$ cat src/verilog/fcu_regs.svh
// Constants of the flash command unit: result codes, command words, limits.
// Assumes inclusion by bare name from the package and the design file.
`ifndef FCU_REGS_SVH
`define FCU_REGS_SVH

`define FCU_RC_OK          8'h00
`define FCU_RC_NO_ENABLE   8'h01
`define FCU_RC_NO_VPP      8'h02
`define FCU_RC_PROG_FAIL   8'h03
`define FCU_RC_BAD_ADDR    8'h04
`define FCU_RC_BAD_PERIOD  8'h05
`define FCU_RC_STACK       8'h06
`define FCU_RC_BAD_BANK    8'h07
`define FCU_RC_ERASE_FAIL  8'h08
`define FCU_RC_BAD_SRC     8'h09
`define FCU_RC_BAD_COUNT   8'h0a
`define FCU_RC_BAD_CMD     8'hff

`define FCU_CMD_SINGLE     12'h55a
`define FCU_CMD_DOUBLE     12'hdd4
`define FCU_CMD_BLOCK      12'haa5
`define FCU_CMD_ERASE      16'heeee
`define FCU_CMD_STATUS     16'h7777
`define FCU_ERASE_KEY      16'h5555

`define FCU_PERIOD_MIN_NS  16'h000a
`define FCU_PERIOD_MAX_NS  16'h03e8
`define FCU_STACK_MARGIN   16'h005a
`define FCU_PAGE_SPAN      16'h4000
`define FCU_BANK_COUNT     16'h0004
`define FCU_SEG_COUNT      4'h2
`define FCU_FIXED_LO       17'h18000
`define FCU_FIXED_HI       17'h1ffff
`define FCU_REMAP_SIZE     17'h08000
`define FCU_SEG1_BASE      17'h10000

`endif
$ cat src/verilog/fcu_pkg.sv
// Types shared by the flash command unit.
// Assumes fcu_regs.svh is on the include path.
`include "fcu_regs.svh"

package fcu_pkg;

	typedef struct packed {
		logic [15:0] r0;
		logic [15:0] r1;
		logic [15:0] r2;
		logic [15:0] r3;
		logic [15:0] r4;
	} fcu_regs_t;

	typedef struct packed {
		logic [16:0] addr;
		logic [15:0] data;
	} fcu_word_t;

endpackage

$ cat src/verilog/fcu_flash_cmd.sv
// Flash command unit: unlock detection, parameter checks, kernel sequencing,
// configuration at reset and read protection.
// Assumes the CPU presents its bus writes, working registers and fetch origin
// on the same clock; the array behind the op/done ports does pulse timing.
//
// What this block does
// - Interrupts, event transfers and class A traps blocked during unlock.
// - Result in R0: 00h ok, 01h enable clear, 02h no programming voltage.
// - 03h on program verify failure, 08h on erase verify failure.
// - 04h when target offset is odd or outside flash.
// - 05h when CPU period is outside 10 to 1000 ns.
// - 06h unless stack pointer exceeds overflow limit plus 90.
// - 07h on bad bank number, FFh on unknown command.
// - Block programming: 09h bad source, 0Ah bad word count.
// - Single/double: kept, read back target and target plus 2.
// - Block: holds last or failing offset.
// - Erase: R0 holds result, ..undefined.
// - Status: kernel revision, circuit identifiers.
// - Flash enable bit is sampled from the external access pin at reset.
// - Remapping moves only the first 32 KB; 18000h..1FFFFh stay fixed.
// - Protection denies operand reads except from flash code, refuses program/erase.
// - One-time protection bit set to 1 enables protection after reset.
// - Protection lifts only after zeros written to all even addresses from flash.
`timescale 1ns/1ns
`default_nettype none
`include "fcu_regs.svh"

module fcu_flash_cmd
	import fcu_pkg::*;
#(
	parameter logic [15:0] KERNEL_REVISION = 16'h0001, // arbitrary value
	parameter logic [15:0] CIRCUIT_ID_LO = 16'h1234,   // arbitrary value
	parameter logic [15:0] CIRCUIT_ID_HI = 16'h5678    // arbitrary value
) (
	// Clock and reset
	input wire logic i_core_clk,
	input wire logic i_rst,
	// Pins and straps
	input wire logic i_external_access_pin_n,
	input wire logic i_vpp_present,
	input wire logic i_protection_otp_bit,
	// System configuration writes
	input wire logic i_syscfg_we,
	input wire logic i_segment_map_wr,
	input wire logic i_segmentation_disable_wr,
	input wire logic i_end_of_init,
	// CPU data bus writes and reads
	input wire logic i_wr_valid,
	input wire logic i_wr_indirect,
	input wire logic [16:0] i_wr_addr,
	input wire logic [15:0] i_wr_data,
	input wire logic i_extended_segment_prefix_active,
	input wire logic i_fetch_from_flash,
	input wire logic i_rd_valid,
	input wire logic [16:0] i_rd_addr,
	// Working registers and stack
	input wire fcu_regs_t i_regs,
	input wire logic [15:0] i_stack_pointer,
	input wire logic [15:0] i_stack_overflow_limit,
	// Array side
	output logic o_arr_op,
	output logic o_arr_erase,
	output fcu_word_t o_arr_word,
	output logic [1:0] o_arr_bank,
	input wire logic i_arr_done,
	input wire logic i_arr_verify_ok,
	input wire logic [15:0] i_arr_rdata,
	input wire logic [15:0] i_src_rdata,
	output logic [15:0] o_src_addr,
	// Results and status
	output fcu_regs_t o_result,
	output logic o_result_valid,
	output logic o_busy,
	output logic o_irq_block,
	output logic o_flash_enable_bit,
	output logic o_flash_segment_map_bit,
	output logic o_segmentation_disable_bit,
	output logic o_protect_active,
	output logic o_rd_allow
);

	typedef enum {FCU_IDLE, FCU_ARMED, FCU_CHECK, FCU_PROG, FCU_WAIT, FCU_READ1,
		FCU_READ2, FCU_ERASE, FCU_DONE} fcu_state_t;

	fcu_state_t state_r;
	fcu_regs_t cmd_r;
	fcu_regs_t res_r;
	logic [16:0] unlock_target_address_r;
	logic [15:0] offset_r;
	logic [15:0] src_r;
	logic [3:0] seg_r;
	logic [1:0] word_idx_r;
	logic [7:0] code_nxt;
	logic ea_s1_r, ea_s2_r, vpp_s1_r, vpp_s2_r;
	logic init_done_r;
	logic strap_pending_r;
	logic [15:0] clr_next_r;
	logic clr_run_r;
	logic [16:0] seg_base;
	logic [15:0] span;
	logic in_flash;
	logic unlock_hit;

	// ------------------------------------------------------------
	// Pin synchronisers
	// ------------------------------------------------------------
	always_ff @(posedge i_core_clk) begin
		ea_s1_r <= i_external_access_pin_n;
		ea_s2_r <= ea_s1_r;
		vpp_s1_r <= i_vpp_present;
		vpp_s2_r <= vpp_s1_r;
	end

	// ------------------------------------------------------------
	// System configuration
	// ------------------------------------------------------------
	// Strap is caught after release, once the synchroniser holds a valid level
	always_ff @(posedge i_core_clk) begin
		if (i_rst) begin
			strap_pending_r <= 1'b1;
			o_flash_enable_bit <= 1'b0;
			o_flash_segment_map_bit <= 1'b0;
			o_segmentation_disable_bit <= 1'b1;
			init_done_r <= 1'b0;
		end else begin
			if (strap_pending_r) begin
				strap_pending_r <= 1'b0;
				o_flash_enable_bit <= ea_s2_r;
			end
			if (i_end_of_init)
				init_done_r <= 1'b1;
			// Mapping is frozen once initialisation ends
			if (i_syscfg_we && !init_done_r) begin
				o_flash_segment_map_bit <= i_segment_map_wr;
				o_segmentation_disable_bit <= i_segmentation_disable_wr;
			end
		end
	end

	// Only the first 32 KB follows the map bit; the rest is fixed
	always_comb begin
		seg_base = o_flash_segment_map_bit ? `FCU_SEG1_BASE : 17'h00000;
		in_flash = (
			(i_wr_addr >= seg_base && i_wr_addr < seg_base + `FCU_REMAP_SIZE) ||
			(i_wr_addr >= `FCU_FIXED_LO && i_wr_addr <= `FCU_FIXED_HI));
	end

	// ------------------------------------------------------------
	// Read protection
	// ------------------------------------------------------------
	// Clear walks even offsets in order; an out-of-order or nonzero write from flash code restarts, other writes leave it
	always_ff @(posedge i_core_clk) begin
		if (i_rst) begin
			o_protect_active <= 1'b0;
			clr_next_r <= 16'h0000;
			clr_run_r <= 1'b0;
		end else if (strap_pending_r) begin
			o_protect_active <= i_protection_otp_bit;
			clr_next_r <= 16'h0000;
			clr_run_r <= 1'b0;
		end else if (o_protect_active && i_wr_valid && in_flash) begin
			if (i_fetch_from_flash && i_wr_data == 16'h0000 && !i_wr_addr[0]
					&& i_wr_addr[15:0] == clr_next_r) begin
				clr_next_r <= clr_next_r + 16'h0002;
				clr_run_r <= 1'b1;
				if (clr_next_r == 16'hfffe)
					o_protect_active <= 1'b0;
			end else if (!i_fetch_from_flash) begin
				clr_run_r <= clr_run_r;
			end else begin
				clr_next_r <= 16'h0000;
				clr_run_r <= 1'b0;
			end
		end
	end

	assign o_rd_allow = !i_rd_valid || !o_protect_active || i_fetch_from_flash
		|| !(i_rd_addr >= `FCU_FIXED_LO || (i_rd_addr >= seg_base
		&& i_rd_addr < seg_base + `FCU_REMAP_SIZE));

	// ------------------------------------------------------------
	// Unlock detection
	// ------------------------------------------------------------
	// Direct write arms; the very next write must be indirect to the same address
	assign unlock_hit = i_wr_valid && i_wr_indirect && state_r == FCU_ARMED
		&& i_wr_addr == unlock_target_address_r;
	assign o_irq_block = i_extended_segment_prefix_active && (state_r == FCU_ARMED || i_wr_valid);
	assign o_busy = state_r != FCU_IDLE && state_r != FCU_ARMED;

	// ------------------------------------------------------------
	// Parameter checks, all before the array is touched
	// ------------------------------------------------------------
	always_comb begin
		span = cmd_r.r2 - cmd_r.r1;
		code_nxt = `FCU_RC_OK;
		if (cmd_r.r0 == `FCU_CMD_STATUS)
			code_nxt = `FCU_RC_OK;
		else if (cmd_r.r0[15:4] != `FCU_CMD_SINGLE && cmd_r.r0[15:4] != `FCU_CMD_DOUBLE
				&& cmd_r.r0[15:4] != `FCU_CMD_BLOCK && cmd_r.r0 != `FCU_CMD_ERASE)
			code_nxt = `FCU_RC_BAD_CMD;
		else if (!o_flash_enable_bit)
			code_nxt = `FCU_RC_NO_ENABLE;
		else if (!vpp_s2_r)
			code_nxt = `FCU_RC_NO_VPP;
		else if (o_protect_active)
			code_nxt = `FCU_RC_BAD_CMD;
		else if (cmd_r.r4 < `FCU_PERIOD_MIN_NS || cmd_r.r4 > `FCU_PERIOD_MAX_NS)
			code_nxt = `FCU_RC_BAD_PERIOD;
		else if (i_stack_pointer <= i_stack_overflow_limit + `FCU_STACK_MARGIN)
			code_nxt = `FCU_RC_STACK;
		else if (cmd_r.r0 == `FCU_CMD_ERASE) begin
			if (cmd_r.r1 != `FCU_ERASE_KEY)
				code_nxt = `FCU_RC_BAD_CMD;
			else if (cmd_r.r2 != cmd_r.r3 || cmd_r.r2 >= `FCU_BANK_COUNT)
				code_nxt = `FCU_RC_BAD_BANK;
		end else if (cmd_r.r0[3:0] >= `FCU_SEG_COUNT || cmd_r.r1[0])
			code_nxt = `FCU_RC_BAD_ADDR;
		else if (cmd_r.r0[15:4] == `FCU_CMD_BLOCK) begin
			if (cmd_r.r2[0] || cmd_r.r2 < cmd_r.r1)
				code_nxt = `FCU_RC_BAD_ADDR;
			else if (cmd_r.r3[0] || cmd_r.r3 >= `FCU_PAGE_SPAN)
				code_nxt = `FCU_RC_BAD_SRC;
			else if (span >= `FCU_PAGE_SPAN || cmd_r.r3 + span >= `FCU_PAGE_SPAN)
				code_nxt = `FCU_RC_BAD_COUNT;
		end
	end

	// ------------------------------------------------------------
	// Kernel sequencer
	// ------------------------------------------------------------
	always_ff @(posedge i_core_clk) begin
		if (i_rst) begin
			state_r <= FCU_IDLE;
			cmd_r <= '0;
			res_r <= '0;
			unlock_target_address_r <= 17'h00000;
			offset_r <= 16'h0000;
			src_r <= 16'h0000;
			seg_r <= 4'h0;
			word_idx_r <= 2'h0;
			o_arr_op <= 1'b0;
			o_arr_erase <= 1'b0;
			o_arr_word <= '0;
			o_arr_bank <= 2'h0;
			o_result <= '0;
			o_result_valid <= 1'b0;
		end else begin
			o_arr_op <= 1'b0;
			o_result_valid <= 1'b0;
			case (state_r)
				FCU_IDLE: begin
					if (i_wr_valid && !i_wr_indirect && i_extended_segment_prefix_active && in_flash
							&& !i_wr_addr[0]) begin
						unlock_target_address_r <= i_wr_addr;
						state_r <= FCU_ARMED;
					end
				end
				FCU_ARMED: begin
					if (unlock_hit) begin
						cmd_r <= i_regs;
						state_r <= FCU_CHECK;
					end else if (i_wr_valid) begin
						state_r <= FCU_IDLE;
					end
				end
				FCU_CHECK: begin
					res_r <= cmd_r;
					res_r.r0 <= {8'h00, code_nxt};
					seg_r <= cmd_r.r0[3:0];
					offset_r <= cmd_r.r1;
					src_r <= cmd_r.r3;
					word_idx_r <= 2'h0;
					if (code_nxt != `FCU_RC_OK)
						state_r <= FCU_DONE;
					else if (cmd_r.r0 == `FCU_CMD_STATUS) begin
						res_r.r1 <= KERNEL_REVISION;
						res_r.r2 <= CIRCUIT_ID_LO;
						res_r.r3 <= CIRCUIT_ID_HI;
						state_r <= FCU_DONE;
					end else if (cmd_r.r0 == `FCU_CMD_ERASE) begin
						o_arr_bank <= cmd_r.r2[1:0];
						o_arr_erase <= 1'b1;
						o_arr_op <= 1'b1;
						state_r <= FCU_ERASE;
					end else
						state_r <= FCU_PROG;
				end
				FCU_PROG: begin
					o_arr_erase <= 1'b0;
					o_arr_word.addr <= {seg_r[0], offset_r};
					if (cmd_r.r0[15:4] == `FCU_CMD_BLOCK)
						o_arr_word.data <= i_src_rdata;
					else
						o_arr_word.data <= word_idx_r == 2'h0 ? cmd_r.r2 : cmd_r.r3;
					o_arr_op <= 1'b1;
					state_r <= FCU_WAIT;
				end
				FCU_WAIT: begin
					if (i_arr_done) begin
						if (!i_arr_verify_ok) begin
							res_r.r0 <= {8'h00, `FCU_RC_PROG_FAIL};
							res_r.r1 <= offset_r;
							state_r <= cmd_r.r0[15:4] == `FCU_CMD_BLOCK ? FCU_DONE : FCU_READ1;
						end else if (cmd_r.r0[15:4] == `FCU_CMD_BLOCK) begin
							res_r.r1 <= offset_r;
							if (offset_r == cmd_r.r2)
								state_r <= FCU_DONE;
							else begin
								offset_r <= offset_r + 16'h0002;
								src_r <= src_r + 16'h0002;
								state_r <= FCU_PROG;
							end
						end else if (cmd_r.r0[15:4] == `FCU_CMD_DOUBLE && word_idx_r == 2'h0) begin
							word_idx_r <= 2'h1;
							offset_r <= offset_r + 16'h0002;
							state_r <= FCU_PROG;
						end else
							state_r <= FCU_READ1;
					end
				end
				FCU_READ1: begin
					o_arr_word.addr <= {seg_r[0], cmd_r.r1};
					state_r <= FCU_READ2;
				end
				FCU_READ2: begin
					// Read-back needs one cycle per word from the array port
					if (word_idx_r != 2'h3) begin
						res_r.r2 <= i_arr_rdata;
						o_arr_word.addr <= {seg_r[0], cmd_r.r1 + 16'h0002};
						word_idx_r <= 2'h3;
					end else begin
						res_r.r3 <= i_arr_rdata;
						res_r.r1 <= cmd_r.r1;
						state_r <= FCU_DONE;
					end
				end
				FCU_ERASE: begin
					if (i_arr_done) begin
						o_arr_erase <= 1'b0;
						if (!i_arr_verify_ok)
							res_r.r0 <= {8'h00, `FCU_RC_ERASE_FAIL};
						state_r <= FCU_DONE;
					end
				end
				FCU_DONE: begin
					o_result <= res_r;
					o_result_valid <= 1'b1;
					state_r <= FCU_IDLE;
				end
				default: state_r <= FCU_IDLE;
			endcase
		end
	end

	assign o_src_addr = src_r;

endmodule

`default_nettype wire

$ cat config.mk
export PLATFORM = sky130hd
export DESIGN_NAME = fcu_flash_cmd
export DESIGN_NICKNAME = d
export VERILOG_FILES = /design/src/verilog/fcu_pkg.sv /design/src/verilog/fcu_flash_cmd.sv
export VERILOG_INCLUDE_DIRS = /design/src /design/src/verilog
export SDC_FILE = /design/constraint.sdc
export NUM_CORES = 1
export LEC_CHECK = 0
export BUFFER_PORTS_ARGS = -buffer_cell sky130_fd_sc_hd__buf_2
export CAP_MARGIN = 20
export CORE_MARGIN = 5
export CORE_UTILIZATION = 50
export DETAILED_ROUTE_END_ITERATION = 8
export MAX_ROUTING_LAYER = met4
export PLACE_DENSITY_LB_ADDON = 0.05
export SYNTH_ARGS = -nofsm -noshare
export SYNTH_HDL_FRONTEND = slang
export SYNTH_SLANG_ARGS = --single-unit
$ cat constraint.sdc
create_clock -name i_core_clk -period 4.4 [get_ports i_core_clk]
set_input_delay 0.22 -clock i_core_clk [delete_from_list [all_inputs] [get_ports i_core_clk]]
set_output_delay 0.22 -clock i_core_clk [all_outputs]
set_load 0.05 [all_outputs]
==> impl_metrics.tcl <==
set metrics [dict create \
    worstSetupStartpoint "cmd_r[52]$_SDFFE_PP0P_" \
    synth_cell_type_count 77 \
    ys.flop_type "dfxtp_1" \
    post-route-util_pct 64.85 \
    pwr-share-clk_pct 47.8 \
    dp_hpwl_mm 43.58 \
    grt_remaining_overflow 0 \
    netlist_instances 2195 \
    slowest_stage "or4_4" \
    dr.pass1.iters 5 \
    preCtsSetupSlack_ns -0.1919 \
    peakVddDrop_uv 394.8 \
    p_sw_mw 1.526 \
    cts_max_level 2 \
    synthArstFlopShare_pct 0 \
    fin_skew_ns 0.01882 \
    crit_cells 20 \
    critPathRequiredTime_ns 4.87 \
    cts_sinks 337 \
    hold_viol 0 \
    vias 17650 \
    p_seq_share_pct 46.3 \
    coreArea_mm2 0.03362 \
    endpoint_kind "flip-flop" \
    drc 0 \
    grt_antenna_before_repair 1 \
    synth_seq_cells 337 \
    power.density_mw_per_mm2 304.0 \
    place.gp.congestion 0.9846 \
    endpoint "state_r[1]$_SDFFE_PP0P_" \
    cts-root-buf "clkbuf_16" \
    worst_slack_ns 0.09725 \
    critPathArrivalTime_ns 4.77 \
    fin_setup_tns_ns 0 \
    drtIter0Drc 1291 \
    reg2reg_to "state_r[1]$_SDFFE_PP0P_" \
    routed_wl_mm 61.27 \
    finalCritPeriodShare_pct 97.79 \
    period_needed_ns 4.303 \
    drv_slew 0 \
    start_util_pct 50.70 \
    die_x_um 194.6 \
    grt_usage_pct 31.81 \
    grt_pass1_vias 16960 \
    die_y_um 194.6 \
    combinationalPowerShare_pct 5.9 \
    ctsLongestPathBuffers 3 \
    fin_nets 2878 \
    cts_tree "yes" \
    rows 67 \
    ys_warn_count 0 \
    timing.fmax_mhz 232.4 \
    reg2reg_setup_slack_ns 0.1 \
    critPathTopFamily "compound AO/OA/AOI/OAI gates" \
    crit_buf_inv 1 \
    min_path_type "input port to flip-flop" \
    setup_violations 0 \
    synth-seq-area-share_pct 39.59 \
    r2r_start "cmd_r[52]$_SDFFE_PP0P_" \
    netlist_area_mm2 0.01704 \
    leakagePower_nw 8.871 \
    critPathMaxFanout 2 \
    worstSetupPathType "flip-flop to flip-flop" \
    power_mw 6.627 \
    cts_made_buffers 37 \
    reg2regPathDepth 20 \
    clk_latency_ns 0.56 \
    drtAntennaViolNets 0 \
    internal_power_mw 5.101 \
    ios 351 \
    crit_path_frequent_cell "a21oi_2" \
    maxSlewHeadroom_pct 35.49 \
    worst_pin_slew_ns 0.9676 \
    cpPeakStageDelay_ns 0.53 \
    path_clk_slew_ns 0.07 \
    run_status "finished, final reports clean" \
    syn_avg_cell_area_um2 7.764 \
    grt_pass1_wl_mm 95.03 \
    vias_per_cell 5.722 \
    grt_max_degree 145 \
    die-area_mm2 0.03788 \
    portBuffers 342 \
    hold_path_depth 3 \
    syn2layout_area_growth_pct 27.92 \
    drv_cap 0 \
    wl_per_cell_um 19.86 \
    synth_edf_count 0 \
    worst_setup_path_start_kind "flip-flop" \
    swShare_pct 23.02 \
    rsz0062_at_grt "yes" \
    worstPathCellList "inv_2, ha_4, a21o_1, or3_4, o211ai_4, a21oi_2, o21ai_2, a21oi_2, o21ai_1, nand2b_1, xor2_2, ha_2, nand2_2, nor2_2, o211ai_1, o21a_1, xnor2_1, or4_4, a2111o_1, a221oi_2" \
    drive_gt1_share_pct 20.64 \
]
cells in the mapped netlist (3+ instances only):
library cell / instances / area share [%]
a211oi_1: 57 / 2.5
mux2i_1: 39 / 2.3
o22ai_1: 15 / 0.55
nand2b_1: 13 / 0.48
nor2b_1: 8 / 0.29
nor2_1: 191 / 4.2
a21boi_0: 5 / 0.22
xor2_1: 31 / 1.6
a32o_1: 7 / 0.41
and4_1: 3 / 0.15
or3_1: 15 / 0.55
xnor2_1: 60 / 3.1
and3_1: 33 / 1.2
clkbuf_1: 132 / 2.9
o21ai_0: 72 / 2.1
or4_1: 9 / 0.40
a311oi_1: 7 / 0.36
a21oi_1: 279 / 8.2
a21o_1: 9 / 0.40
o21a_1: 7 / 0.31
buf_4: 11 / 0.48
a31oi_1: 9 / 0.33
o221ai_1: 14 / 0.72
o211ai_1: 6 / 0.26
nand3b_1: 7 / 0.31
a22oi_1: 29 / 1.3
o21ai_1: 3 / 0.088
dfxtp_1: 337 / 40
buf_2: 5 / 0.15
a211o_1: 5 / 0.26
nor4_1: 26 / 0.95
nand3_1: 41 / 1.2
and2_1: 8 / 0.29
inv_1: 45 / 0.99
buf_1: 7 / 0.15
nand2_1: 439 / 9.7
nor3_1: 50 / 1.5
a221oi_1: 27 / 1.4
nand4_1: 29 / 1.1
ha_1: 57 / 4.2
state kept, by name, summed over array words and instances, names as in the netlist, 2 cells and up:
name / count
res_r: 69
state_r: 4
o_arr_bank: 2
clr_next_r: 15
word_idx_r: 2
unlock_target_address_r: 17
o_result: 69
o_src_addr: 16
offset_r: 16
cmd_r: 80
o_arr_word: 33
worst min-delay path: stages:
cell	delay, ns
buf_2	0.11
nand2_1	0.07
a21oi_1	0.10
cell type report:
| type | count | area [µm²] |
|---|---|---|
| Fill cell | 2927 | 11820 |
| Inverter | 45 | 168.9 |
| Sequential cell | 337 | 6751 |
| Tap cell | 448 | 560.5 |
| Clock inverter | 14 | 136.4 |
| Multi-Input combinational cell | 1663 | 9677 |
| Timing Repair Buffer | 525 | 3381 |
| Clock buffer | 52 | 1124 |
| Antenna cell | 1 | 2.502 |
power groups by stage:
stage	Sequential (mW)	Clock, mW	Combinational, mW
detailed placement	3.14	0	0.313
CTS	3.07	3.23	0.383
global placement	3.14	0	0.308
floorplan	3.14	0	0.155
global route	3.07	3.37	0.424
finish	3.07	3.17	0.390
per-stage QoR:
| step | hold slack [ns] | instances | instance area, µm² |
|---|---|---|---|
| CTS | 0.001723 | 3077 | 21700 |
| floorplan | 0.2477 | 2202 | 17070 |
| global route | 0.01816 | 3085 | 21800 |
| finish | 0.01903 | 3085 | 21800 |
| detailed placement | 0.3143 | 2909 | 19340 |
| global placement | 0.3112 | 2908 | 19330 |
repair_timing:
item,CTS,global route
setup buffers,3,7
pin swaps,10,19
hold buffers,99,0
endpoints found under the setup margin,4,4
endpoints found under the hold margin,99,0
gates resized for setup,18,18
placed cells by master, fill, tap and decap left out, drive strengths merged, types with 7 or more instances in the layout:
cell type	Yosys	routed
clkbuf	133	52
nor3	50	50
o21a	7	7
nand3	41	41
inv	45	46
a22oi	29	29
xor2	31	31
o22ai	15	15
nand2	439	439
dlygate4sd3	0	99
a32o	7	7
dfxtp	337	337
o221ai	14	14
conb	1	8
nor2	191	191
and2	9	9
nor4	27	27
a21o	9	9
and3	33	33
a21oi	279	279
or3	15	15
o21ai	75	75
a211oi	57	57
buf	24	426
nand4	30	30
ha	57	57
a31oi	9	9
mux2i	39	39
a311oi	7	7
clkinv	0	9
nor2b	8	8
or4	11	11
a221oi	28	28
xnor2	60	60
nand2b	13	13
o211ai	7	7
nand3b	7	7
routing by layer:
layer  routed length [µm]  track usage [%]  vias to the layer above
li1                     -                -                     8559
met1                25480            40.11                     8322
met2                29180            51.64                      661
met3                 4580            6.060                      109
met4                 2029            10.60                        0
met5                    0                -                        -
cell families (layout without fill, tap and decap cells):
logic type      count (synthesis)  in the layout  share of synthesized area (%)
compound gates                580            580                          21.14
xor+xnor                       91             91                          4.677
fa+ha+maj                      59             59                          4.420
buf+inv                       202            636                          4.779
flops                         337            337                          39.59
mux                            39             39                          2.291
other cells                     1              9                        0.02200
simple gates                  886            886                          23.09
worst min-delay path by stage:
stage,from,to
6_report,i_regs[38],cmd_r[38]$_SDFFE_PP0P_
5_1_grt,i_regs[38],cmd_r[38]$_SDFFE_PP0P_
4_1_cts,i_regs[38],cmd_r[38]$_SDFFE_PP0P_
2_1_floorplan,i_external_access_pin_n,ea_s1_r$_DFF_P_
3_3_place_gp,vpp_s1_r$_DFF_P_,vpp_s2_r$_DFF_P_
3_5_place_dp,ea_s1_r$_DFF_P_,ea_s2_r$_DFF_P_
Power figures use the tool's default switching activity.
